==> config.mk <==
export PLATFORM = sky130hd
export DESIGN_NAME = fof_fail_outputs
export DESIGN_NICKNAME = d
export VERILOG_FILES = /design/src/pkg/fof_pkg.sv /design/src/logic/fof_fail_outputs.sv
export SDC_FILE = /design/constraint.sdc
export NUM_CORES = 1
export LEC_CHECK = 0
export BUFFER_PORTS_ARGS = -buffer_cell sky130_fd_sc_hd__buf_2
export CAP_MARGIN = 10
export CORE_UTILIZATION = 55
export CTS_BUF_LIST = sky130_fd_sc_hd__clkbuf_4
export CTS_CLUSTER_DIAMETER = 150
export DETAILED_ROUTE_END_ITERATION = 10
export PLACE_DENSITY = 0.73
export SLEW_MARGIN = 20
export SYNTH_ARGS = -nofsm -noshare
export SYNTH_HDL_FRONTEND = slang
export SYNTH_SLANG_ARGS = --single-unit
==> constraint.sdc <==
create_clock -name clk -period 4.1 [get_ports clk]
set_input_delay 0.41 -clock clk [delete_from_list [all_inputs] [get_ports clk]]
set_output_delay 0.41 -clock clk [all_outputs]
set_load 0.01 [all_outputs]
==> src/pkg/fof_pkg.sv <==
// Package with timing counts, mode codes and pin levels for the fail output block.
package fof_pkg;

	// Clock rate in kHz (200 MHz).
	localparam int unsigned FOF_CLK_KHZ = 200000;

	// Blink period: 1.25 Hz is 800 ms; dimming period: 100 Hz is 10 ms.
	localparam int unsigned FOF_BLINK_PERIOD_MS = 800;
	localparam int unsigned FOF_DIM_PERIOD_MS = 10;
	localparam int unsigned FOF_BLINK_DUTY_PCT = 50;
	localparam int unsigned FOF_DIM_DUTY_PCT = 20;

	// Fail-safe input window, longest, in us; filter time, longest, in ns.
	localparam int unsigned FOF_FSI_WINDOW_US = 240;
	localparam int unsigned FOF_FSI_FILTER_NS = 1500;
	// Test-mode filter time, typical, in us.
	localparam int unsigned FOF_TEST_FILTER_US = 16;

	// Derived cycle counts; longest times round down.
	localparam int unsigned FOF_BLINK_CYC = FOF_BLINK_PERIOD_MS * (FOF_CLK_KHZ);
	localparam int unsigned FOF_BLINK_LOW_CYC = FOF_BLINK_CYC / 100 * FOF_BLINK_DUTY_PCT;
	localparam int unsigned FOF_DIM_CYC = FOF_DIM_PERIOD_MS * FOF_CLK_KHZ;
	localparam int unsigned FOF_DIM_LOW_CYC = FOF_DIM_CYC / 100 * FOF_DIM_DUTY_PCT;
	localparam int unsigned FOF_FSI_WINDOW_CYC = FOF_FSI_WINDOW_US * FOF_CLK_KHZ / 1000;
	localparam int unsigned FOF_FSI_FILTER_CYC = FOF_FSI_FILTER_NS * FOF_CLK_KHZ / 1000000;
	localparam int unsigned FOF_TEST_FILTER_CYC = FOF_TEST_FILTER_US * FOF_CLK_KHZ / 1000;

	// Operating modes of the chip as seen by this block.
	typedef enum logic [2:0] {
		FOF_MODE_INIT = 3'h0,
		FOF_MODE_NORMAL = 3'h1,
		FOF_MODE_STOP = 3'h2,
		FOF_MODE_SLEEP = 3'h3,
		FOF_MODE_RESTART = 3'h4,
		FOF_MODE_FAILSAFE = 3'h5
	} fof_mode_t;

	// Fail-safe input supervision states.
	typedef enum logic [1:0] {
		FOF_FSI_OFF = 2'h0,
		FOF_FSI_WAIT = 2'h1,
		FOF_FSI_FAILED = 2'h2
	} fof_fsi_st_t;

	// Reset values.
	localparam logic FOF_FSI_DIS_RST = 1'b0;
	localparam logic FOF_TEST_RST = 1'b1;

endpackage

==> src/logic/fof_fail_outputs.sv <==
// Failure logic: three open-drain fail outputs and the fail-safe input monitor.
`timescale 1ns/10ps
module fof_fail_outputs
	import fof_pkg::*;
(
	input wire logic clk,
	input wire logic srst,
	input wire logic [2:0] opMode,
	input wire logic watchdogResetEvt,
	input wire logic watchdogTriggerOk,
	input wire logic watchdogFailCountSelect,
	input wire logic thermalShutdownLevel2,
	input wire logic bucksupplyRailShort,
	input wire logic resetOutputDriven,
	input wire logic resetOutputSense,
	input wire logic failsafeInputDisable,
	input wire logic failActiveClear,
	input wire logic failsafeFailClear,
	input wire logic failStaticIn,
	input wire logic failsafeInputPin,
	input wire logic failDimIn,
	output logic failStaticOut,
	output logic failStaticOe,
	output logic failBlinkOut,
	output logic failBlinkOe,
	output logic failDimOut,
	output logic failDimOe,
	output logic failStaticPullup,
	output logic failBlinkPullup,
	output logic failDimPullup,
	output logic failOutputActiveFlag,
	output logic failsafeInputFailFlag,
	output logic [1:0] watchdogFailFlag,
	output logic resetClampFlag,
	output logic testModeSelect
);

	typedef struct packed {
		logic active;
		logic fsiFail;
		logic [1:0] wdFail;
		logic clamp;
		logic [28:0] blinkCnt;
		logic [21:0] dimCnt;
		logic [15:0] winCnt;
		fof_fsi_st_t fsiSt;
		logic fsiFilt;
		logic fsiPrev;
		logic [8:0] fsiFltCnt;
		logic freshEdge;
		logic testLvl;
		logic [12:0] testCnt;
		logic outStatic;
		logic outBlink;
		logic outDim;
	} fof_state_t;

	fof_state_t st_ff;
	fof_state_t nxt_st;

	logic normalMode;
	logic wdCause;
	logic anyCause;
	logic fsiRise;

	// Causes are combined here; the input failure only drives two outputs.
	always_comb begin
		normalMode = (opMode == 3'(FOF_MODE_NORMAL));
		wdCause = watchdogFailCountSelect ? st_ff.wdFail[1] : st_ff.wdFail[0];
		anyCause = wdCause | thermalShutdownLevel2 | bucksupplyRailShort | st_ff.clamp;
		fsiRise = st_ff.fsiFilt & ~st_ff.fsiPrev;
	end

	// All next-state logic sits in this one process.
	always_comb begin
		nxt_st = st_ff;
		// Watchdog failures count up to two; a good trigger clears them.
		if (watchdogResetEvt) begin
			nxt_st.wdFail = st_ff.wdFail[0] ? 2'h3 : 2'h1;
		end else if (watchdogTriggerOk) begin
			nxt_st.wdFail = 2'h0;
		end
		// Clamp is caught while reset is driven but the pin reads high; set wins over clear.
		if (resetOutputDriven && resetOutputSense) begin
			nxt_st.clamp = 1'b1;
		end else if (failActiveClear && !resetOutputDriven) begin
			nxt_st.clamp = 1'b0;
		end
		// Activation is sticky; the clear is honoured only with no cause left.
		if (anyCause) begin
			nxt_st.active = 1'b1;
		end else if (failActiveClear && st_ff.wdFail == 2'h0) begin
			nxt_st.active = 1'b0;
		end
		// Deglitch: the filtered level follows only after a stable run.
		if (failsafeInputPin == st_ff.fsiFilt) begin
			nxt_st.fsiFltCnt = 9'h000;
		end else if (st_ff.fsiFltCnt >= 9'(FOF_FSI_FILTER_CYC - 1)) begin
			nxt_st.fsiFilt = failsafeInputPin;
			nxt_st.fsiFltCnt = 9'h000;
		end else begin
			nxt_st.fsiFltCnt = st_ff.fsiFltCnt + 9'h001;
		end
		nxt_st.fsiPrev = st_ff.fsiFilt;
		if (fsiRise) begin
			nxt_st.freshEdge = 1'b1;
		end
		// Window supervision; only mode and disable bit gate it, no reset or interrupt.
		case (st_ff.fsiSt)
			FOF_FSI_OFF: begin
				nxt_st.winCnt = 16'h0000;
				if (normalMode && !failsafeInputDisable) begin
					nxt_st.fsiSt = FOF_FSI_WAIT;
				end
			end
			FOF_FSI_WAIT: begin
				if (!normalMode || failsafeInputDisable) begin
					nxt_st.fsiSt = FOF_FSI_OFF;
				end else if (fsiRise) begin
					nxt_st.winCnt = 16'h0000;
				end else if (st_ff.winCnt >= 16'(FOF_FSI_WINDOW_CYC - 1)) begin
					nxt_st.fsiFail = 1'b1;
					nxt_st.freshEdge = 1'b0;
					nxt_st.winCnt = 16'h0000;
				end else begin
					nxt_st.winCnt = st_ff.winCnt + 16'h0001;
				end
			end
			default: begin
				nxt_st.fsiSt = FOF_FSI_OFF;
			end
		endcase
		// The input flag takes a clear only after a new edge; a fresh timeout wins.
		if (failsafeFailClear && st_ff.freshEdge && nxt_st.fsiFail == st_ff.fsiFail) begin
			nxt_st.fsiFail = 1'b0;
		end
		// The blink counter restarts at activation and the dim counter when the first failure of either kind appears, so the low phase comes first.
		if (!nxt_st.active) begin
			nxt_st.blinkCnt = 29'h00000000;
		end else if (st_ff.blinkCnt >= 29'(FOF_BLINK_CYC - 1)) begin
			nxt_st.blinkCnt = 29'h00000000;
		end else begin
			nxt_st.blinkCnt = st_ff.blinkCnt + 29'h00000001;
		end
		if (!(nxt_st.active || nxt_st.fsiFail)) begin
			nxt_st.dimCnt = 22'h000000;
		end else if (st_ff.dimCnt >= 22'(FOF_DIM_CYC - 1) || !(st_ff.active || st_ff.fsiFail)) begin
			nxt_st.dimCnt = 22'h000000;
		end else begin
			nxt_st.dimCnt = st_ff.dimCnt + 22'h000001;
		end
		// Output drive, one cycle behind the counters so outputs come from flops.
		nxt_st.outStatic = st_ff.active | st_ff.fsiFail;
		nxt_st.outBlink = st_ff.active && (st_ff.blinkCnt < 29'(FOF_BLINK_LOW_CYC));
		nxt_st.outDim = (st_ff.active | st_ff.fsiFail)
			&& (st_ff.dimCnt < 22'(FOF_DIM_LOW_CYC));
		// Test level on the dim pin is accepted after a steady run.
		if (failDimIn == st_ff.testLvl) begin
			nxt_st.testCnt = 13'h0000;
		end else if (st_ff.testCnt >= 13'(FOF_TEST_FILTER_CYC - 1)) begin
			nxt_st.testLvl = failDimIn;
			nxt_st.testCnt = 13'h0000;
		end else begin
			nxt_st.testCnt = st_ff.testCnt + 13'h0001;
		end
	end

	// State register; reset gives idle outputs and monitoring enabled.
	always_ff @(posedge clk) begin
		if (srst) begin
			st_ff <= '0;
			st_ff.fsiFilt <= 1'b1;
			st_ff.fsiPrev <= 1'b1;
			st_ff.testLvl <= FOF_TEST_RST;
		end else begin
			st_ff <= nxt_st;
		end
	end

	// Open-drain: drive low while the enable is high.
	always_comb begin
		failStaticOut = 1'b0;
		failBlinkOut = 1'b0;
		failDimOut = 1'b0;
		failStaticOe = st_ff.outStatic;
		failBlinkOe = st_ff.outBlink;
		failDimOe = st_ff.outDim;
		failOutputActiveFlag = st_ff.active;
		failsafeInputFailFlag = st_ff.fsiFail;
		watchdogFailFlag = st_ff.wdFail;
		resetClampFlag = st_ff.clamp;
		testModeSelect = st_ff.testLvl;
		// Pull-ups follow the mode; the blink pin's one yields to the disable bit.
		failStaticPullup = (opMode == 3'(FOF_MODE_INIT)) || normalMode;
		failBlinkPullup = ((opMode == 3'(FOF_MODE_INIT)) || normalMode) && !failsafeInputDisable;
		failDimPullup = (opMode == 3'(FOF_MODE_INIT));
	end
endmodule

==> metrics, run 1 <==
status complete, no violations; PwrDens 330 mW/mm²; P_sw 470 µW; Mean Syn Cell Area 8.73 µm²; Synth Cell Area 0.00500 mm²; clk root buf clkbuf_4; Post-CTS Hold Fix Bufs 0; CTS tree yes; Die H 97.3 µm; layout net count 615; r2r startpoint st_ff[29]$_SDFFE_PP0P_; commonest cells after routing, fill and taps aside dfxtp_1 (102), nor2_1 (76), nand2_1 (55), xor2_1 (39), nand3_1 (37); RSZ-0062 raised after global routing no; Slew Viols, Final 0; initial antenna violation count 0; Post-CTS Resized 0; Worst Min Path Start watchdogResetEvt; WHS Path Cells 3; Worst Hold Class input port to flop; number of I/O pins 33; Layout fillers 770; global-route wire length before repair 16,000 µm; warnings from Yosys 0; largest buffer count on any clock path 2; die area 0.00948 mm²; Slew HR 42.8%; Worst setup EP type flop; Vias 3,934; Reg2Reg Depth 5; Comb pwr share 10.3%; Final Skew 0.0160 ns; Worst-Margin Slew 0.858 ns; CP startpoint failsafeInputDisable; worst-path fanout max 19; asr flop ratio synth 0%; critical path startpoint category input port; register area share after synthesis 40.8%; # Post-CTS Setup Buffers 0; die extent in x 97.3 µm; routed vias/inst 5.59; Synth Flop Type dfxtp_1; largest net degree at the start of global routing 28; maximum vdd drop 0.200 mV; CP Buf/Inv Count 1; fraction of layout cells with a size suffix above 1 14.6%; LEAKAGE 0.00188 µW; DRT Wirelength 8870 µm; CP cell instances buf_2 -> or4b_4 -> ha_1 -> or4_4 -> a211oi_4 -> a21bo_1 -> a31oi_1; post-route ant nets 0; crit path max-delay cell type or4_4; Sw Share 27.1%; Initial Utilization 57.1%; Final min period 2.66 ns; row count 34; Final TNS setup 0 ns; internal power 1270 µW; Area Growth Syn to Fin 5.48%; Non-Filler Instances 704; Seq pwr share 59.0%; Core Box Area 0.00876 mm²; period utilisation layout 64.9%; Placed Cells 688; Unique masters post-synth 65; ant diodes 0; Remaining DRCs 0; GRT Total Usage 20.0%; final count of negative-setup-slack endpoints 0; number of global-route vias before repair 3,668; Placer Congestion 0.834; CP top delay family simple AND/OR/NAND/NOR gates; Worst-path clk slew 0.16 ns; Final Core Density 60.2%; EDFF count, synth 0; drt pass-1 iters 4; HPWL Detailed 6250 µm; fmax 376 MHz; Port Buffers 28; Clock power frac 30.7%; DR iter-0 viols 137; r2r setup slk 1.69 ns; Max Cap Viol 0; slowest stage delay, CP 0.61 ns; CTS Buf Count 9; final hold vios 0; WL/cell 12.6 µm; commonest non-fill, non-tap cell in the layout dfxtp_1; grt total ovfl 0; CTS Sinks 102; WP data arrival 3.05 ns; Synth Instances 573; H-tree levels 3; Worst EP required 4.49 ns; Seq cells post-synth 102; Clock Latency Late Sink 0.44 ns; WP depth 7; Crit Path Class input port to flop
-- final timing paths --
kind | end
max reg2reg | st_ff[42]$_SDFFE_PP0P_
min | watchdogFailFlag[0]$_SDFFE_PP0P_
max | st_ff[42]$_SDFFE_PP0P_
min reg2reg | st_ff[3]$_SDFF_PP0_
-- cell families after synthesis --
group                    Yosys count  synth area share, %
AND/OR/NAND/NOR                  279                 30.4
other                              1               0.0750
flip-flops                       102                 40.8
XOR/XNOR                          66                 11.6
AO/OA/AOI/OAI                     78                 10.9
adder cells (fa/ha/maj)            6                 1.50
buffers and inverters             41                 4.75
-- power by group through the flow --
stage          Clock (µW)  Combinational, µW  Sequential, µW
2_1_floorplan           0                152            1050
3_3_place_gp            0                173            1050
3_5_place_dp            0                179            1050
4_1_cts               557                180            1030
5_1_grt               596                198            1030
6_report              533                179            1030
-- per-stage QoR --
step / hold WS, ns / power [µW] / worst slack [ns] / cell area, µm²
floorplan: 0.439 / 1200 / 1.57 / 5020
global placement: 0.451 / 1220 / 1.04 / 5120
detailed placement: 0.465 / 1230 / 0.946 / 5120
CTS: 0.196 / 1760 / 1.45 / 5270
global route: 0.197 / 1820 / 1.32 / 5270
finish: 0.209 / 1740 / 1.44 / 5270
-- state kept, by name, indices dropped and copies added (netlist names) --
name	flops
failBlinkOe	1
failDimOe	1
failOutputActiveFlag	1
failStaticOe	1
failsafeInputFailFlag	1
nxt_st	1
resetClampFlag	1
st_ff	92
testModeSelect	1
watchdogFailFlag	2
-- cells in the mapped netlist (6+ instances only) --
cell	number	share of area, %
nand3_1	37	3.7
xnor2_1	27	4.7
inv_1	13	0.98
ha_1	6	1.5
and3_1	8	1.0
a21oi_1	15	1.5
xor2_1	39	6.8
a31oi_1	15	1.9
nand3b_1	6	0.90
nand4_1	13	1.6
nor2_2	12	1.5
nor2_1	76	5.7
o21ai_0	9	0.90
nor4_1	9	1.1
buf_4	6	0.90
clkbuf_1	9	0.68
dfxtp_1	102	41
nor3_1	21	2.1
nor2_4	6	1.4
nand2_1	55	4.1
-- layout make-up --
type / count / area [µm²] / area share, %
timing repair buffer: 29 / 148 / 2.80
clock buffer: 9 / 67.6 / 1.28
clock inverter: 7 / 77.6 / 1.47
tap: 108 / 135 / 2.56
sequential: 102 / 2040 / 38.7
inverter: 14 / 52.6 / 0.996
multi-input combinational: 435 / 2750 / 52.2
-- worst register-to-register path, stage by stage (launching register included) --
cell      delay [ns]
dfxtp_1         0.38
ha_1            0.43
or4_4           0.61
a211oi_4        0.54
a21bo_1         0.27
a31oi_1         0.14
-- per-layer routing --
metal,wire length [µm],global-route usage (%)
met1,4170,25.7
met2,4270,33.9
met3,334,4.89
met4,88,4.75
met5,0,0
Power figures use the tool's default switching activity.
==> run 2, diff against run 1 <==
--- a/config.mk
+++ b/config.mk
@@ -11,7 +11,7 @@
 export CTS_BUF_LIST = sky130_fd_sc_hd__clkbuf_4
 export CTS_CLUSTER_DIAMETER = 150
 export DETAILED_ROUTE_END_ITERATION = 10
-export PLACE_DENSITY = 0.73
+export PLACE_DENSITY = 0.76
 export SLEW_MARGIN = 20
 export SYNTH_ARGS = -nofsm -noshare
 export SYNTH_HDL_FRONTEND = slang
==> constraint.sdc (replaced) <==
create_clock -name clk -period 2.2 [get_ports clk]
set_input_delay 0.22 -clock clk [delete_from_list [all_inputs] [get_ports clk]]
set_output_delay 0.22 -clock clk [all_outputs]
set_load 0.01 [all_outputs]
==> run 2 against run 1 <==
Global-route usage grew 0.48 points. Via count is 2.2% higher. Sequential power is 85% higher. Combinational power is 120% higher. Largest power group unchanged. Clock skew down 0.0026 ns. Flip-flop and latch count unchanged. First-iteration DRC count fell by 37%. Utilization rose by 2.0 points. Wire length up 5.3%.
==> metrics, run 2 (synthesized netlist as in run 1, its figures left out) <==
status complete, no violations; final hold vios 0 (unchanged); Remaining DRCs 0 (unchanged); P_sw 853 µW (+81%); Core Box Area 0.00876 mm² (unchanged); Worst Min Path Start resetOutputDriven; WL/cell 12.9 µm (+2.5%); Worst Hold Path EP resetClampFlag$_SDFFE_PP0P_; fraction of layout cells with a size suffix above 1 17.2% (+2.6 points); Sw Share 27.0% (-0.061 points); Setup WS post-layout 0.117 ns (-1.32 ns); Clock Latency Late Sink 0.43 ns (about the same); Crit Path Class flop to flop; Port Buffers 28 (unchanged); Final min period 2.08 ns; WP data arrival 2.46 ns (-0.59 ns); Die H 97.3 µm (unchanged); routed vias/inst 5.56 (-0.45%); r2r startpoint st_ff[18]$_SDFF_PP0_; Vias 4,022 (+2.2%); Non-Filler Instances 723 (+2.7%); largest buffer count on any clock path 2 (unchanged); period utilisation layout 94.7%; post-route ant nets 0 (unchanged); layout net count 634 (+3.1%); Placed Cells 705 (+2.5%); ant diodes 0 (unchanged); RR Endpoint st_ff[24]$_SDFF_PP0_; LEAKAGE 0.00198 µW (+5.2%); Layout fillers 756 (-1.8%); total power draw 3160 µW (+82%); final count of negative-setup-slack endpoints 0 (unchanged); number of I/O pins 33 (unchanged); Placer Congestion 0.868 (+4.0%); Worst Hold Class input port to flop; Comb pwr share 12.3% (+2.0 points); die extent in x 97.3 µm (unchanged); maximum vdd drop 0.246 mV (+23%); Final Skew 0.0134 ns (-0.00261 ns); r2r setup slk 0.12 ns (-1.57 ns); Reg2Reg Depth 6 (+1); internal power 2310 µW (+82%); Worst-Margin Slew 0.763 ns (-0.0949 ns); CTS tree yes; placed cell areas 0.00530 mm² (+3.5%); global-route wire length before repair 16,200 µm (+1.6%); PwrDens 580 mW/mm² (+76%); Area Growth Syn to Fin 8.91%; drt pass-1 iters 4 (unchanged); GRT Total Usage 20.5% (+0.48 points); Reg area 0.00204 mm² (unchanged); initial antenna violation count 1 (+1); DR iter-0 viols 86 (-37%); RSZ-0062 raised after global routing no; final non-filler cell area 0.00545 mm² (+3.3%); Worst EP required 2.57 ns (-1.92 ns); CTS Sinks 102 (unchanged); Clock power frac 27.2% (-3.5 points); row count 34 (unchanged); critical path startpoint category flop; Slew HR 48.9% (+6.2 points); grt total ovfl 0 (unchanged); Place WS -0.135 ns (-1.08 ns); number of global-route vias before repair 3,793 (+3.4%); fmax 480 MHz; worst hold slack 0.0297 ns (-0.180 ns); DRT Wirelength 9330 µm (+5.3%); commonest non-fill, non-tap cell in the layout dfxtp_1; worst-path fanout max 9 (-10); Initial Utilization 57.1% (unchanged); CTS Buf Count 9 (unchanged); Multi-input gate area 0.00277 mm² (+0.50%); largest net degree at the start of global routing 22 (-21%); commonest cells after routing, fill and taps aside dfxtp_1 (102), nor2_1 (76), nand2_1 (55), xor2_1 (39), nand3_1 (37); Worst-path clk slew 0.15 ns (about the same); Worst setup EP type flop; Biggest register st_ff; HPWL Detailed 6630 µm (+6.2%); max reg flops 92 (unchanged); H-tree levels 3 (unchanged); clk root buf clkbuf_4; Max Cap Viol 0 (unchanged); WHS Path Cells 3 (unchanged); die area 0.00948 mm² (unchanged); Seq pwr share 60.6% (+1.6 points); Slew Viols, Final 0 (unchanged)
[run 2: cell types whose count changed in the layout (fill, tap and decap cells not counted), moves of 2 or more]
cell / delta
buf_12: +3
inv_6: -3
clkbuf_4: +2
buf_4: +14
dlygate4sd3_1: +2
[run 2: stage by stage]
stage / utilization, % / TNS (ns)
2_1_floorplan: - / -0.183
3_3_place_gp: 60.5 / -0.140
3_5_place_dp: 60.5 / -0.386
4_1_cts: 62.0 / 0
5_1_grt: 62.1 / 0
6_report: 62.1 / 0
[run 2: area by class of cell]
type | instances | area share (%)
Tap cell | 108 | 2.48
Clock buffer | 11 | 1.52
Multi-Input combinational cell | 435 | 50.8
Sequential cell | 102 | 37.5
Inverter | 14 | 0.965
Timing Repair Buffer | 48 | 6.11
Clock inverter | 5 | 0.643
[run 2: routing by layer]
layer | routed length [µm] | track usage (%) | share of wire [%] | vias up
met2 | 4660 | 36.5 | 50 | 71
met3 | 381 | 5.47 | 4.1 | 5
met1 | 4220 | 24.3 | 45 | 1883
li1 | - | - | - | 2063
met4 | 72 | 5.32 | 0.77 | 0
met5 | 0 | 0 | 0 | -
[run 2: critical path, stage by stage (launching register included)]
cell,delay [ns]
dfxtp_1,0.39
ha_1,0.28
a211o_1,0.25
a21o_1,0.18
a211o_1,0.33
a211o_2,0.46
nor2_2,0.13
[run 2: how the worst max path moves through the flow]
stage                                    start                endpoint  slack, ns
after floorplan           failsafeInputDisable  st_ff[45]$_SDFFE_PP0P_      -0.05
after global placement    failsafeInputDisable  st_ff[45]$_SDFFE_PP0P_      -0.08
after detailed placement  failsafeInputDisable  st_ff[45]$_SDFFE_PP0P_      -0.14
after CTS                 st_ff[18]$_SDFF_PP0_    st_ff[24]$_SDFF_PP0_       0.05
after global routing      st_ff[18]$_SDFF_PP0_    st_ff[24]$_SDFF_PP0_       0.01
final                     st_ff[18]$_SDFF_PP0_    st_ff[24]$_SDFF_PP0_       0.12
[run 2: power groups by stage]
stage | clock network, µW | logic, µW | registers (µW)
2_1_floorplan | 0 | 295 | 1950
3_3_place_gp | 0 | 373 | 1950
3_5_place_dp | 0 | 385 | 1950
4_1_cts | 901 | 389 | 1910
5_1_grt | 963 | 436 | 1920
6_report | 859 | 387 | 1910
[run 2: repair_timing]
item                       4_1_cts  5_1_grt
hold endpoints to repair         1        1
hold buffers                     1        1
buffers inserted                 0        0
setup endpoints to repair        6        9
gates resized for setup          1        1
==> run 3, diff against run 2 <==
--- a/config.mk
+++ b/config.mk
@@ -5,13 +5,12 @@
 export SDC_FILE = /design/constraint.sdc
 export NUM_CORES = 1
 export LEC_CHECK = 0
-export BUFFER_PORTS_ARGS = -buffer_cell sky130_fd_sc_hd__buf_2
+export BUFFER_PORTS_ARGS = -buffer_cell sky130_fd_sc_hd__buf_4
 export CAP_MARGIN = 10
-export CORE_UTILIZATION = 55
+export CORE_UTILIZATION = 35
 export CTS_BUF_LIST = sky130_fd_sc_hd__clkbuf_4
 export CTS_CLUSTER_DIAMETER = 150
 export DETAILED_ROUTE_END_ITERATION = 10
-export PLACE_DENSITY = 0.76
 export SLEW_MARGIN = 20
 export SYNTH_ARGS = -nofsm -noshare
 export SYNTH_HDL_FRONTEND = slang
==> run 3 against run 2 <==
Power increased by 0.59%. Critical path depth unchanged. Clock skew grew 0.016 ns. Highest routed layer unchanged.
==> metrics, run 3 (synthesized netlist as in run 1, its figures left out) <==
post-route ant nets 0 (unchanged); initial antenna violation count 0 (-1); LEAKAGE 0.00202 µW (+2.0%); CTS Buf Count 9 (unchanged); period utilisation layout 93.7% (-0.99 points); total power draw 3180 µW (+0.59%); Comb pwr share 13.2% (+0.9 points); crit path max-delay cell type a211o_2; Place WS -0.105 ns (+0.0309 ns); Worst-path clk slew 0.15 ns (about the same); Layout fillers 1,374 (+82%); Final min period 2.06 ns (-0.0218 ns); RSZ-0062 raised after global routing no; critical path startpoint category flop; Slew Viols, Final 0 (unchanged); number of I/O pins 33 (unchanged); Core Box Area 0.0139 mm² (+59%); global-route wire length before repair 16,800 µm (+3.7%); metal3 WL 299 µm (-22%); DR WL met2 4760 µm (+2.2%); row count 43 (+26%); Multi-input gate area 0.00277 mm² (unchanged); WP depth 6 (unchanged); Setup WS post-layout 0.138 ns (+0.0218 ns); Sw Share 27.9% (+0.93 points); Crit Path Class flop to flop; WL/cell 12.4 µm (-4.2%); Final Skew 0.0291 ns (+0.0157 ns); GRT Total Usage 14.1% (-6.3 points); Worst setup EP type flop; CTS tree yes; most frequent CP cell a211o_1; Remaining DRCs 0 (unchanged); uppermost layer routed met4; Die H 122 µm (+25%); WP data arrival 2.48 ns (+0.02 ns); number of global-route vias before repair 3,749 (-1.2%); largest buffer count on any clock path 2 (unchanged); DRT Wirelength 9920 µm (+6.3%); Area Growth Syn to Fin 13.1%; H-tree levels 3 (unchanged); final hold vios 0 (unchanged); layout net count 642 (+1.3%); HPWL Detailed 6980 µm (+5.2%); Metal-1 WL 4680 µm (+11%); PwrDens 562 mW/mm² (-3.1%); CP cell instances ha_1 -> a211o_1 -> a21o_1 -> a211o_1 -> a211o_2 -> nor2_2; status complete, no violations; Reg area 0.00204 mm² (unchanged); Placer Congestion 0.822 (-5.2%); commonest cells after routing, fill and taps aside dfxtp_1 (102), nor2_1 (76), nand2_1 (55), buf_4 (47), xor2_1 (39); Clock Latency Late Sink 0.49 ns (+0.06 ns); Worst-Margin Slew 0.757 ns (-0.00607 ns); placed cell areas 0.00547 mm² (+3.2%); Port Buffers 28 (unchanged); CP top delay family compound AO/OA/AOI/OAI gates; CP Buf/Inv Count 0 (unchanged); CTS Sinks 102 (unchanged); die extent in x 122 µm (+25%); fmax 485 MHz (+1.1%); max reg flops 92 (unchanged); Worst EP required 2.62 ns (+0.05 ns); Initial Utilization 35.9% (-21 points); maximum vdd drop 0.229 mV (-7.0%); final non-filler cell area 0.00565 mm² (+3.8%); largest net degree at the start of global routing 22 (unchanged); commonest non-fill, non-tap cell in the layout dfxtp_1; WHS Path Cells 4 (+1); clk root buf clkbuf_4; DR iter-0 viols 217 (+150%); internal power 2290 µW (-0.69%); final count of negative-setup-slack endpoints 0 (unchanged); Biggest register st_ff; worst-path fanout max 9 (unchanged); Clock power frac 26.6% (-0.6 points); Worst Hold Class input port to flop; routed vias/inst 5.03 (-9.6%); fraction of layout cells with a size suffix above 1 17.0% (-0.19 points); grt total ovfl 0 (unchanged); P_sw 888 µW (+4.1%); Max Cap Viol 0 (unchanged); Vias 4,035 (+0.32%); Final Core Density 40.6% (-22 points); slowest stage delay, CP 0.46 ns (about the same); Reg2Reg Depth 6 (unchanged); Seq pwr share 60.2% (-0.4 points); Slew HR 49.4% (+0.41 points); drt pass-1 iters 4 (unchanged); die area 0.0148 mm² (+56%); ant diodes 0 (unchanged); # Post-CTS Setup Buffers 0 (unchanged)
[run 3: changes by cell type in the layout (fill, tap and decap cells not counted), sizes merged]
cell and change:
dlygate4sd3 +5, buf +3, clkbuf -2, clkinv +1
[run 3: stage by stage]
| step | hold WS, ns | cells | setup TNS, ns |
|---|---|---|---|
| after global placement | 0.453 | 780 | -0.207 |
| after global routing | 0.0568 | 802 | 0 |
| after detailed placement | 0.459 | 780 | -0.464 |
| after CTS | 0.0215 | 802 | 0 |
| final | 0.0507 | 802 | 0 |
| after floorplan | 0.337 | 578 | -0.183 |
[run 3: metal layers]
metal	GRT usage, %	vias up
li1	-	2074
met1	17.4	1896
met2	23.8	49
met3	2.63	16
met4	6.56	0
met5	0	-
[run 3: path summary, 6_finish.rpt]
check	from	end	slack [ns]
hold reg to reg	st_ff[69]$_SDFF_PP0_	st_ff[69]$_SDFF_PP0_	0.49
setup / recovery	st_ff[18]$_SDFF_PP0_	st_ff[24]$_SDFF_PP0_	0.14
hold / removal	watchdogTriggerOk	watchdogFailFlag[1]$_SDFFE_PP0P_	0.05
setup reg to reg	st_ff[18]$_SDFF_PP0_	st_ff[24]$_SDFF_PP0_	0.14
[run 3: what timing repair did]
item	CTS	global route
hold buffers	7	0
pin swaps	0	0
resized for setup	1	1
cloned	0	0
hold endpoints to repair	5	0
setup endpoints to repair	6	1
[run 3: area by class of cell]
type	count	share of cell area, %
clock buffer	9	1.20
clock inverter	6	0.664
inverter	14	0.930
multi-input combinational	435	48.9
sequential	102	36.1
tap	180	3.98
timing repair buffer	56	8.19
[run 3: worst min-delay path: cells and delay by family]
family	cells	cell delay [ns]
buffers and inverters	1	0.08
AOI/OAI and AO/OA	1	0.11
and+or+nand+nor	2	0.09
[run 3: power groups by stage]
stage               registers [µW]  clock network, µW  logic (µW)
CTS                           1910                890         424
floorplan                     1950                  0         295
finish                        1910                846         418
global placement              1950                  0         399
global route                  1920                956         470
detailed placement            1950                  0         412
